**src/rtl/scc_pkg.sv**
```systemverilog
// What this block does
// - Positive analog dead zone zeroes small inputs
// - Negative dead zone offsets inputs away from zero
// - Zero dead zone passes input; reset zero
// - Setting scales ten volts over 32767
// - Small position error zeroes velocity command
// - Serial override used in speed/torque modes
// - Override refused while analog enabled, inhibit reported
// - Stop conditions clear the serial override
// - Scale counting direction follows its setting
// - Scale sense leaves limits and feedback alone
// - Ready character 0x21 sent when enabled
// - Ready character waits for line editing
// - Feedback phase order follows its setting
// - Input monitors show debounced, polarity-corrected state
// - Output monitors show raw output state
package scc_pkg;
	// Register byte offsets
	localparam logic [7:0]  SCC_DEADZONE_OFS = 8'h00;
	localparam logic [7:0]  SCC_CONFIG_OFS   = 8'h04;
	localparam logic [7:0]  SCC_OVERRIDE_OFS = 8'h08;
	localparam logic [7:0]  SCC_STATUS_OFS   = 8'h0c;
	localparam logic [7:0]  SCC_MASK_OFS     = 8'h10;
	localparam logic [7:0]  SCC_MONITOR_OFS  = 8'h14;
	localparam logic [7:0]  SCC_HALTCMD_OFS  = 8'h18;
	localparam logic [7:0]  SCC_POSITION_OFS = 8'h1c;
	// Field positions
	localparam int SCC_ADZ_LSB     = 0;   // Analog dead zone [10:0]
	localparam int SCC_PDZ_LSB     = 16;  // Position dead zone [27:16]
	localparam int SCC_CFG_SENSE   = 0;
	localparam int SCC_CFG_PHASE   = 1;
	localparam int SCC_CFG_NOTIFY  = 2;
	localparam int SCC_CFG_ANALOG  = 3;
	localparam int SCC_IRQ_INHIBIT = 0;   // Override refused
	localparam int SCC_IRQ_SENT    = 1;   // Ready character sent
	localparam int SCC_IRQ_CLEARED = 2;   // Override cleared by a stop
	localparam int SCC_IRQ_W       = 3;
	// Reset values
	localparam logic signed [10:0] SCC_ADZ_RST = 11'sh000;
	localparam logic [11:0]        SCC_PDZ_RST = 12'h000;
	localparam logic signed [15:0] SCC_OVR_RST = 16'sh0000;
	localparam logic [SCC_IRQ_W-1:0] SCC_MASK_RST = 3'h0;
	// Command limits and the ready character
	localparam logic signed [16:0] SCC_CMD_MAX = 17'sh07fff;
	localparam logic signed [16:0] SCC_CMD_MIN = -17'sh07fff;
	localparam logic [7:0]         SCC_READY_CHAR = 8'h21;
	// Control settings carried together
	typedef struct packed {
		logic signed [10:0] adz;     // analog_cmd_deadzone, counts
		logic [11:0]        pdz;     // position_error_deadzone, half pulses
		logic               sense;   // scale_count_sense
		logic               phase;   // feedback_phase_order
		logic               notify;  // notify_ready_char
		logic               analog;  // analog_cmd_enable
	} scc_cfg_t;
	// Ready-character sender states, Gray only on the IDLE-WAIT and WAIT-SEND steps
	typedef enum logic [1:0] {
		SCC_IDLE = 2'b00,
		SCC_WAIT = 2'b01,
		SCC_SEND = 2'b11
	} scc_state_t;
endpackage

```
**src/rtl/scc_top.sv**
```systemverilog
// Implementation choices: the register addresses and register access over Avalon-MM.
`timescale 1ns/100ps
module scc_top (
	input  wire logic               sys_clk,
	input  wire logic               rst_n,
	input  wire logic               ce,
	// Avalon-MM slave
	input  wire logic [7:0]         avs_address,
	input  wire logic               avs_read,
	input  wire logic               avs_write,
	input  wire logic [31:0]        avs_writedata,
	input  wire logic [3:0]         avs_byteenable,
	output logic [31:0]             avs_readdata,
	output logic                    avs_waitrequest,
	output logic                    irq,
	// Command path
	input  wire logic signed [15:0] analog_in,
	input  wire logic signed [23:0] pos_err_half,
	input  wire logic signed [15:0] vel_cmd_in,
	input  wire logic [1:0]         ctrl_mode,
	output logic signed [15:0]      vel_cmd_out,
	output logic signed [15:0]      op_cmd_out,
	// Stop sources
	input  wire logic               servo_on,
	input  wire logic               overtravel,
	input  wire logic               halt_input,
	// Motion and position scale
	input  wire logic               motor_step,
	input  wire logic               motor_cw,
	output logic [31:0]             position_scale,
	output logic                    fb_a,
	output logic                    fb_b,
	// Ready character to the serial transmitter
	input  wire logic               motion_done,
	input  wire logic               line_edit_busy,
	input  wire logic               tx_ready,
	output logic                    tx_valid,
	output logic [7:0]              tx_data,
	// Monitored signals
	input  wire logic               alarm_clear_input,
	input  wire logic               jog_sense_input,
	input  wire logic               estop_input,
	input  wire logic               in_operation_raw,
	input  wire logic               driver_ok_output
);
	import scc_pkg::*;

	// Register map, as software sees it
	// Deadzone word: analog dead zone in the low field, signed counts
	// Deadzone word: position dead zone in the upper field, half pulses
	// Config word: scale sense, feedback phase order, notify, analog enable
	// Override word: signed serial command, read back sign-extended
	// Status word: sticky events, write a one to clear a bit
	// Mask word: same layout as status, selects what raises irq
	// Monitor word: five raw monitor bits, read only
	// Halt word: writing bit 0 high issues a motion halt
	// Position word: the position scale, read only
	// Unmapped offsets ignore writes and read as zero
	//
	// Bus timing
	// Every access takes two cycles: waitrequest is high in the first
	// The write lands at the first edge, where waitrequest is still high
	// Read data are captured at the first edge, so they stand in the second
	// A fixed single wait state keeps the slave free of address decode paths
	// Byte enables are not used; every access is a full word
	// A frozen clock enable also freezes the answer, so the master waits
	//
	// Override handling
	// The override is only taken while the analog path is off
	// While the analog path is on, a write is dropped and flagged
	// The refusal flag is the only inhibit message this block can give
	// Stop sources are levels: while one stands, the override stays zero
	// A write in the same cycle as a stop is lost on purpose
	// The cleared event only counts when a nonzero value was lost
	// Values below the lower limit are clamped, never wrapped
	//
	// Interrupts
	// A fresh event wins over a write-one clear in the same cycle
	// irq is a plain level: status ANDed with mask, bits ORed together
	// Software must clear status before it can see the next edge of irq

	// Register state
	scc_cfg_t                 cfg_reg, cfg_next;
	logic signed [15:0]       ovr_reg, ovr_next;          // serial_speed_torque_override
	logic [SCC_IRQ_W-1:0]     stat_reg, stat_next;
	logic [SCC_IRQ_W-1:0]     mask_reg, mask_next;
	logic                     ack_reg, ack_next;          // Bus answer cycle
	logic [31:0]              rdata_reg, rdata_next;
	logic [1:0]               mode_reg, mode_next;        // Last seen control mode
	logic                     ana_reg, ana_next;          // Last analog enable
	// Datapath state
	logic signed [15:0]       vel_reg, vel_next;
	logic signed [15:0]       op_reg, op_next;
	logic [31:0]              pos_reg, pos_next;
	logic [1:0]               quad_reg, quad_next;
	logic                     fa_reg, fa_next, fb_reg, fb_next;
	scc_state_t               st_reg, st_next;
	logic [4:0]               mon;                        // Monitor word

	// Bus helpers
	logic        acc, wr_hit, halt_cmd, clear_ovr;
	logic        refuse;
	logic signed [16:0] wcmd;
	logic [SCC_IRQ_W-1:0] ev;
	logic signed [16:0] shaped;
	logic signed [16:0] ain, adz_ext, adz_mag;
	logic [23:0] err_mag;
	logic        send_now;

	// Waitrequest drops in the second cycle of every access
	assign acc             = (avs_read | avs_write) & ~ack_reg;
	assign avs_waitrequest = (avs_read | avs_write) & ~ack_reg;
	assign wr_hit          = avs_write & acc;
	assign avs_readdata    = rdata_reg;
	assign irq             = |(stat_reg & mask_reg);

	// Monitors are plain wires; debounce and polarity happen upstream
	assign mon = {driver_ok_output, in_operation_raw,
	              estop_input, jog_sense_input, alarm_clear_input};

	// Register file, stop handling and events
	always_comb begin
		cfg_next   = cfg_reg;
		ovr_next   = ovr_reg;
		mask_next  = mask_reg;
		rdata_next = rdata_reg;
		ack_next   = acc;
		mode_next  = ctrl_mode;
		halt_cmd   = 1'b0;
		refuse     = 1'b0;
		ev         = '0;
		wcmd       = {avs_writedata[15], avs_writedata[15:0]};
		if (wr_hit) begin
			case (avs_address)
				SCC_DEADZONE_OFS: begin
					cfg_next.adz = avs_writedata[SCC_ADZ_LSB +: 11];
					cfg_next.pdz = avs_writedata[SCC_PDZ_LSB +: 12];
				end
				SCC_CONFIG_OFS: begin
					cfg_next.sense  = avs_writedata[SCC_CFG_SENSE];
					cfg_next.phase  = avs_writedata[SCC_CFG_PHASE];
					cfg_next.notify = avs_writedata[SCC_CFG_NOTIFY];
					cfg_next.analog = avs_writedata[SCC_CFG_ANALOG];
				end
				SCC_OVERRIDE_OFS: begin
					// Analog input has the command path; refuse and flag it
					if (cfg_reg.analog) begin
						refuse = 1'b1;
					end else if (wcmd < SCC_CMD_MIN) begin
						ovr_next = SCC_CMD_MIN[15:0];
					end else begin
						ovr_next = avs_writedata[15:0];
					end
				end
				SCC_MASK_OFS: mask_next = avs_writedata[SCC_IRQ_W-1:0];
				SCC_HALTCMD_OFS: halt_cmd = avs_writedata[0]; // motion_halt_cmd
				default: begin
					// Status is handled below; others ignore writes
				end
			endcase
		end
		// Any stop condition forces the override back to zero
		clear_ovr = ~servo_on | estop_input | overtravel | halt_input | halt_cmd
		          | (ctrl_mode != mode_reg) | (cfg_next.analog & ~ana_reg);
		if (clear_ovr) begin
			ovr_next = SCC_OVR_RST;
		end
		ana_next = cfg_next.analog;
		ev[SCC_IRQ_INHIBIT] = refuse;
		ev[SCC_IRQ_CLEARED] = clear_ovr & (ovr_reg != SCC_OVR_RST);
		ev[SCC_IRQ_SENT]    = send_now;
		// Write-one clears, but a fresh event wins
		stat_next = stat_reg;
		if (wr_hit && avs_address == SCC_STATUS_OFS) begin
			stat_next = stat_reg & ~avs_writedata[SCC_IRQ_W-1:0];
		end
		stat_next = stat_next | ev;
		// Capture read data so it is stable when waitrequest falls
		if (avs_read & acc) begin
			case (avs_address)
				SCC_DEADZONE_OFS: rdata_next = {4'h0, cfg_reg.pdz, 5'h00, cfg_reg.adz};
				SCC_CONFIG_OFS:   rdata_next = {28'h0000000, cfg_reg.analog,
				                                cfg_reg.notify, cfg_reg.phase, cfg_reg.sense};
				SCC_OVERRIDE_OFS: rdata_next = {{16{ovr_reg[15]}}, ovr_reg};
				SCC_STATUS_OFS:   rdata_next = {29'h00000000, stat_reg};
				SCC_MASK_OFS:     rdata_next = {29'h00000000, mask_reg};
				SCC_MONITOR_OFS:  rdata_next = {27'h0000000, mon};
				SCC_POSITION_OFS: rdata_next = pos_reg;
				default:          rdata_next = 32'h00000000; // Unmapped reads zero
			endcase
		end
	end

	// Register the register-file group
	always_ff @(posedge sys_clk or negedge rst_n) begin
		if (!rst_n) begin
			cfg_reg   <= '{adz: SCC_ADZ_RST, pdz: SCC_PDZ_RST, sense: 1'b0,
			               phase: 1'b0, notify: 1'b0, analog: 1'b0};
			ovr_reg   <= SCC_OVR_RST;
			stat_reg  <= '0;
			mask_reg  <= SCC_MASK_RST;
			ack_reg   <= 1'b0;
			rdata_reg <= 32'h00000000;
			mode_reg  <= 2'h0;
			ana_reg   <= 1'b0;
		end else if (ce) begin
			cfg_reg   <= cfg_next;
			ovr_reg   <= ovr_next;
			stat_reg  <= stat_next;
			mask_reg  <= mask_next;
			ack_reg   <= ack_next;
			rdata_reg <= rdata_next;
			mode_reg  <= mode_next;
			ana_reg   <= ana_next;
		end
	end

	// Analog shaping notes
	// Positive setting: a symmetric window around zero is forced to zero
	// The window edges themselves pass unchanged
	// Negative setting: the magnitude is pushed away from zero
	// Zero input stays zero, so a negative band never invents motion
	// Zero setting: the input passes straight through
	// Results beyond the command range saturate rather than wrap
	// The dead zone is compared in counts, so no divider is needed
	// Limitation: the setting cannot be finer than one ADC count
	//
	// Position loop notes
	// The error magnitude is compared against the band, end point included
	// The most negative error still has a magnitude larger than any band
	//
	// Scale and feedback notes
	// The sense bit flips only the counting direction of the scale
	// The feedback counter follows the motor, so limits and phase stay put
	// A change of phase order takes effect at the next edge, even at rest
	// Users who swap phase order while moving may see one odd edge
	//
	// Command shaping; the setting is used as a raw ADC count offset,
	// so one count is 10 V / 32767 with no multiplier needed
	always_comb begin
		ain     = {analog_in[15], analog_in};
		adz_ext = {{6{cfg_reg.adz[10]}}, cfg_reg.adz};
		adz_mag = -adz_ext;
		shaped  = ain;
		if (adz_ext > 17'sh00000) begin
			// Inside the band the command is forced to zero
			if (ain < adz_ext && ain > -adz_ext) begin
				shaped = 17'sh00000;
			end
		end else if (adz_ext < 17'sh00000) begin
			// Outside offset, with zero kept at zero
			if (ain > 17'sh00000) begin
				shaped = ain + adz_mag;
			end else if (ain < 17'sh00000) begin
				shaped = ain - adz_mag;
			end else begin
				shaped = 17'sh00000;
			end
		end
		// Saturate so an offset cannot wrap the sign
		if (shaped > SCC_CMD_MAX) begin
			shaped = SCC_CMD_MAX;
		end else if (shaped < SCC_CMD_MIN) begin
			shaped = SCC_CMD_MIN;
		end
		// Analog input selects the source, else the serial override
		op_next = cfg_reg.analog ? shaped[15:0] : ovr_reg;
		// Position loop dead band in half-pulse units
		err_mag = pos_err_half[23] ? 24'(-pos_err_half) : 24'(pos_err_half);
		vel_next = (err_mag <= {12'h000, cfg_reg.pdz}) ? 16'sh0000 : vel_cmd_in;
		// Scale counts with the sense bit; feedback phase does not
		pos_next  = pos_reg;
		quad_next = quad_reg;
		if (motor_step) begin
			pos_next  = (motor_cw ^ cfg_reg.sense) ? pos_reg + 32'h1 : pos_reg - 32'h1;
			quad_next = motor_cw ? quad_reg + 2'h1 : quad_reg - 2'h1;
		end
		// Phase A leads for clockwise unless the order bit swaps them
		fa_next = cfg_reg.phase ? quad_next[1] : (quad_next[1] ^ quad_next[0]);
		fb_next = cfg_reg.phase ? (quad_next[1] ^ quad_next[0]) : quad_next[1];
	end

	// Datapath registers
	// Every datapath output is registered, one cycle after its inputs
	// The clock enable holds them all, so a paused block keeps its outputs
	// Reset brings the scale and the feedback phase back to zero
	// Register the datapath group
	always_ff @(posedge sys_clk or negedge rst_n) begin
		if (!rst_n) begin
			vel_reg  <= 16'sh0000;
			op_reg   <= 16'sh0000;
			pos_reg  <= 32'h00000000;
			quad_reg <= 2'h0;
			fa_reg   <= 1'b0;
			fb_reg   <= 1'b0;
		end else if (ce) begin
			vel_reg  <= vel_next;
			op_reg   <= op_next;
			pos_reg  <= pos_next;
			quad_reg <= quad_next;
			fa_reg   <= fa_next;
			fb_reg   <= fb_next;
		end
	end

	assign vel_cmd_out    = vel_reg;
	assign op_cmd_out     = op_reg;
	assign position_scale = pos_reg;
	assign fb_a           = fa_reg;
	assign fb_b           = fb_reg;
	assign tx_data        = SCC_READY_CHAR;       // Constant, never changes
	// Offer the character only between edited lines
	assign tx_valid       = (st_reg == SCC_SEND);
	assign send_now       = tx_valid & tx_ready;

	// Ready-character sender notes
	// Idle: waits for a motion-done pulse with notify enabled
	// Wait: the terminal is editing a line, so the character is held
	// Send: the character is offered until the terminal takes it
	// If editing starts again before the take, the offer is withdrawn
	// A motion-done pulse outside idle is ignored; one pulse, one character
	// Trade-off: a second completion while busy is lost, not queued
	// Limitation: the character is fixed; only its timing is controlled
	// The sent event is raised at the edge where the character is taken
	//
	// Ready-character sender
	always_comb begin
		st_next = st_reg;
		case (st_reg)
			SCC_IDLE: begin
				if (motion_done && cfg_reg.notify) begin
					st_next = line_edit_busy ? SCC_WAIT : SCC_SEND;
				end
			end
			SCC_WAIT: begin
				// Hold while the terminal is mid-line
				if (!line_edit_busy) begin
					st_next = SCC_SEND;
				end
			end
			SCC_SEND: begin
				if (line_edit_busy && !tx_ready) begin
					st_next = SCC_WAIT;
				end else if (tx_ready) begin
					st_next = SCC_IDLE;
				end
			end
			default: st_next = SCC_IDLE;
		endcase
	end

	// Register the sender state
	always_ff @(posedge sys_clk or negedge rst_n) begin
		if (!rst_n) begin
			st_reg <= SCC_IDLE;
		end else if (ce) begin
			st_reg <= st_next;
		end
	end
endmodule // scc_top

```
**config.mk**
```make
export PLATFORM = sky130hd
export DESIGN_NAME = scc_top
export DESIGN_NICKNAME = d
export VERILOG_FILES = /design/src/rtl/scc_pkg.sv /design/src/rtl/scc_top.sv
export SDC_FILE = /design/constraint.sdc
export NUM_CORES = 1
export LEC_CHECK = 0
export ABC_AREA = 1
export BUFFER_PORTS_ARGS = -buffer_cell sky130_fd_sc_hd__buf_2
export CAP_MARGIN = 20
export CORE_MARGIN = 2
export CORE_UTILIZATION = 40
export CTS_CLUSTER_SIZE = 20
export DETAILED_ROUTE_END_ITERATION = 16
export MAX_ROUTING_LAYER = met4
export PLACE_DENSITY = 0.69
export SLEW_MARGIN = 20
export SYNTH_ARGS = -nofsm -noshare
export SYNTH_HDL_FRONTEND = slang
export SYNTH_SLANG_ARGS = --single-unit
```
**constraint.sdc**
```tcl
create_clock -name sys_clk -period 4.4 [get_ports sys_clk]
set_input_delay 0.44 -clock sys_clk [delete_from_list [all_inputs] [get_ports sys_clk]]
set_output_delay 0.44 -clock sys_clk [all_outputs]
set_load 0.02 [all_outputs]
```
# Word-level counts from Yosys, hierarchy flattened
# Cells that the tools add are included.
# classes
bitwise_logic	22
mux	35
n_eq_ne	14
magnitude_cmp	10
addsub	8
reduce_logical	18
# ops
cell	n
case mux 32 bit (7 select lines)	1
2-to-1 mux 16 bit	9
2-to-1 mux 17 bit	5
adder 32 x 1 -> 32 bit (second input constant)	1
equality test 8 x 5 -> 1 bit (second input constant)	4
2-to-1 mux 32 bit	1
subtractor 32 x 1 -> 32 bit (second input constant)	1
less-or-equal comparator 24 x 12 -> 1 bit	1
2-to-1 mux 24 bit	1
negation 24 bit	1
adder 16 x 17 -> 17 bit	1
greater-than comparator 16 x 17 -> 1 bit	1
greater-than comparator 17 x 16 -> 1 bit (second input constant)	1
< comparator 17 x 16 -> 1 bit (second input constant)	1
negation 11 -> 17 bit	1
subtractor 16 x 17 -> 17 bit	1
equality test 8 x 4 -> 1 bit (second input constant)	2
greater-than comparator 16 x 1 -> 1 bit (second input constant)	1
< comparator 16 x 1 -> 1 bit (second input constant)	1
< comparator 16 x 11 -> 1 bit	1
< comparator 16 bit (second input constant)	1
nonzero test 16 bit	1
2-to-1 mux 2 bit	7
greater-than comparator 11 x 1 -> 1 bit (second input constant)	1
29 further kinds	61
# word_totals
ff_bits	154
elab_cells	126
output_inout_bits	109

# Logic depth before layout (Yosys ltp)
# depth
word_depth	10
ltp_mapped	38
mapped_depth_nobuf	36

# Worst setup path before layout
# Ideal clock, no wire load.
# synth_path
path_type	input to register
start	input port motor_cw
end	register pos_reg[21] (netlist: position_scale[21])
setup_slack_ns	0.369
cell_stages	15
required_ns	4.265
n_path_buf	0
arrival_ns	3.896
path_cell_list	xnor2_1 ha_1 nand3_1 nand3_1 inv_1 nor2_1 o21ai_0 nand3_1 nand2_1 o21ai_0 a21oi_1 o21bai_1 a21oi_1 xor2_1 o21ai_0
# synth_between
elab_chain_len	2
# synth_rtl
item	line	source
start, declared	scc_top.sv:29	input wire logic motor_cw,
XOR 1 bit	scc_top.sv:275	pos_next = (motor_cw ^ cfg_reg.sense) ? pos_reg + 32'h1 : pos_reg - 32'h1;
2-to-1 mux 32 bit	scc_top.sv:275	
end signal, assigned	scc_top.sv:299	pos_reg <= pos_next;
end, declared	scc_top.sv:94	logic [31:0] pos_reg, pos_next;
# Every way passes these cells.
# A chain may end at the register's enable or synchronous reset.

# Worst setup path after layout
# layout_path
start	register cfg_reg (netlist bit adz_ext[0])
end	register op_reg[5] (netlist: op_cmd_out[5])
# layout_between
elab_chain_len	10
elab_cells_between_ends	18
cone_classes	add/sub: 3; order compare: 6; mux: 8; reduce/logical: 1
# layout_rtl
item	line	source
start, declared	scc_top.sv:83	scc_cfg_t cfg_reg, cfg_next;
start signal, assigned	scc_top.sv:197	cfg_reg <= '{adz: SCC_ADZ_RST, pdz: SCC_PDZ_RST, sense: 1'b0,
start signal, assigned	scc_top.sv:207	cfg_reg <= cfg_next;
negation 11 -> 17 bit	scc_top.sv:243, scc_top.sv:247	
subtractor 16 x 17 -> 17 bit	scc_top.sv:255	shaped = ain - adz_mag;
2-to-1 mux 17 bit	scc_top.sv:254	end else if (ain < 17'sh00000) begin
2-to-1 mux 17 bit	scc_top.sv:252	if (ain > 17'sh00000) begin
2-to-1 mux 17 bit	scc_top.sv:250	end else if (adz_ext < 17'sh00000) begin
2-to-1 mux 17 bit (*)	scc_top.sv:245	if (adz_ext > 17'sh00000) begin
< comparator 17 x 16 -> 1 bit	scc_top.sv:263	end else if (shaped < SCC_CMD_MIN) begin
2-to-1 mux 16 bit	scc_top.sv:263	
2-to-1 mux 16 bit (*)	scc_top.sv:261	if (shaped > SCC_CMD_MAX) begin
2-to-1 mux 16 bit (*)	scc_top.sv:267	op_next = cfg_reg.analog ? shaped[15:0] : ovr_reg;
end signal, assigned	scc_top.sv:298	op_reg <= op_next;
end, declared	scc_top.sv:93	logic signed [15:0] op_reg, op_next;
# Mark *: on every way between the ends. The rest lies on a longest branch, timed or not.

==> qor.txt <==
# H-tree levels -> 4
Starting Density -> 40.5%
Final min period -> 4.08 ns
Cell with the largest stage delay on the worst path -> ha_1
Multiplexer share of the synthesized area -> 0.0883%
Worst Setup EP -> op_cmd_out[5]
Cts bufs inserted -> 17
Routed WL per cell -> 16.4 um
Reg2reg setup slack -> 0.32 ns
Fmax -> 0.245 GHz
CP Launch Type -> flop
Initial drt markers -> 913
Synth Area in Simple Gates -> 29.9%
Most common cell after layout, fill and taps aside -> nand2_1
First-pass GRT wire length -> 65300 um
Crit. Startpoint -> adz_ext[0]
Port bufs -> 212
CP max FO -> 8
Net count, final -> 2367
Arrival @ worst endpoint -> 4.40 ns
Worst-Margin Slew -> 1.01 ns
Slew headroom -> 32.1%
TritonCTS clock tree -> yes
Final Hold Vio Count -> 0
Setup violators final -> 0
Final wirelength -> 42200 um
Largest family of logic cells by synthesized area -> simple AND/OR/NAND/NOR gates
Placed instance count -> 2525
Synth Area in XOR/XNOR -> 3.37%
Warnings, synthesis -> 0
Final Cycle Share -> 92.6%
Via count -> 13.4k
Synthesized cell area -> 0.0127 mm2
Vias in the first global route -> 12.7k
Leading register cell type out of synthesis -> dfrtp_1
Required @ worst endpoint -> 4.73 ns
Critical Path Max Stage Delay -> 0.42 ns
Adder-cell share of the synthesized area -> 9.80%
GR Overflow Total -> 0
Final slew viol count -> 0
Pwr Total -> 5870 uW
Max cap viols -> 0
RR Startpoint -> adz_ext[0]
Gp weighted congestion -> 0.929
GRT Util Overall -> 25.5%
Worst-path clk slew -> 0.08 ns
Clock Latency Late Sink -> 0.45 ns
CP endpoint kind -> flop
Leakage -> 0.00825 uW
Remaining antenna violation count -> 0
Worst min path class -> in -> async
Largest net degree at the start of global routing -> 86
Outcome -> finished, final reports clean
Synth Instances -> 1920
Top post-synthesis cells by area -> dfrtp_1, nand2_1, ha_1
Number of flops mapped to enable cells by yosys -> 0
Hpwl dp -> 32700 um
Cell repeated most along the worst path -> nand2_1
Fin cells -> 2567
Die Wd -> 183 um
Compound-cell area share of the yosys netlist -> 16.1%
Pwr dens -> 382 mW/mm2
Die H -> 183 um
Clk sinks -> 154
Register area share after synthesis -> 30.2%
I/O Pins -> 229
DR vias/cell -> 5.21
Ys async rst share -> 100%
Core area -> 0.0315 mm2
Worst IR Drop VDD -> 0.329 mV
Sum Neg Setup Slack -> 0 ns
CTS Buffer Depth -> 2
R2R Path End -> op_cmd_out[5]
Yosys reg bits -> 154
Mean post-synth cell area -> 6.64 um2
Worst reg2reg path depth -> 28
# fillers -> 3201
Netlist cell types -> 51
Die area -> 0.0333 mm2
Clock root cell -> clkbuf_16
Most frequent cells in the layout -> nand2_1, inv_1, buf_2, dfrtp_1, nor2_1
Initial antenna violation count -> 3
Layout cells sized above 1 -> 18.4%
Drt first pass iters -> 5
Final hold slack -> 0.0480 ns
Area delta synth->final -> 20.7%
Synth area leader -> dfrtp_1
Worst Skew -> 0.0137 ns
Setup Crit Path Kind -> reg -> reg
Cell Rows -> 65
Top cell type's share of synthesized area -> 30.2%
DRC violations left -> 0
-- cell usage after synthesis, types with 16 or more instances --
cell type	instances
a21oi_1	139
clkbuf_1	37
dfrtp_1	154
ha_1	95
inv_1	259
nand2_1	550
nand2_2	16
nand3_1	107
nand4_1	19
nor2_1	160
nor3_1	27
o21ai_0	137
xor2_1	35
-- final cells by class --
| type | count | area, um2 | area share (%) |
|---|---|---|---|
| flip-flops and latches | 154 | 3850 | 25.1 |
| diodes | 3 | 7.51 | 0.0488 |
| well taps | 402 | 503 | 3.27 |
| multi-input cells | 1438 | 7900 | 51.3 |
| repair buffers | 267 | 1510 | 9.83 |
| clock buffers | 17 | 425 | 2.76 |
| inverters | 271 | 1020 | 6.61 |
| clock inverters | 15 | 165 | 1.07 |
-- layer usage --
| layer | share of wire, % | GRT usage (%) | vias to the layer above |
|---|---|---|---|
| met5 | 0 | - | - |
| met1 | 41 | 29.9 | 6249 |
| met2 | 49 | 43.2 | 369 |
| met3 | 5.7 | 5.17 | 82 |
| met4 | 3.5 | 9.29 | 0 |
| li1 | - | - | 6684 |
-- worst min path at each step --
stage,start,to,slack [ns],cells after the start
floorplan,rst_n,ack_reg,0.14,0
finish,rst_n,cfg_reg[13],0.05,1
detailed placement,vel_cmd_out[8],vel_cmd_out[8],0.46,2
global route,rst_n,cfg_reg[13],0.10,1
CTS,rst_n,cfg_reg[13],0.08,1
global placement,vel_cmd_out[15],vel_cmd_out[15],0.46,2
-- per-stage QoR --
stage	util, %	worst slack [ns]	area, um2
after floorplan	-	0.369	12800
after global placement	45.8	0.132	14400
after detailed placement	45.8	0.0665	14400
after CTS	47.7	0.0519	15000
after global routing	48.9	-0.0425	15400
final	48.9	0.325	15400
-- critical path: cells and delay by family (launching register included) --
kind	cells	cell delay [ns]
flops	1	0.39
buf+inv	4	0.50
fa+ha+maj	2	0.62
simple gates	20	2.10
compound gates	2	0.33
-- what timing repair did --
| item | CTS | global route |
|---|---|---|
| buffers inserted | 0 | 5 |
| endpoints found under the setup margin | 0 | 16 |
| hold buffers | 0 | 0 |
| gates resized for setup | 0 | 70 |
-- report_power, final --
part           internal, uW  switching [uW]  total (uW)  leakage [uW]
registers              1630             254        1890       0.00190
logic                   892            1600        2490       0.00605
clock network           766             729        1500      0.000293
-- logic make-up after synthesis --
family                   count (synthesis)
AO/OA/AOI/OAI                          364
XOR/XNOR                                49
adder cells (fa/ha/maj)                 98
buffers and inverters                  336
flip-flops                             154
multiplexers                             1
other                                    2
AND/OR/NAND/NOR                        916
No activity file was read; power rests on OpenSTA's default activity.
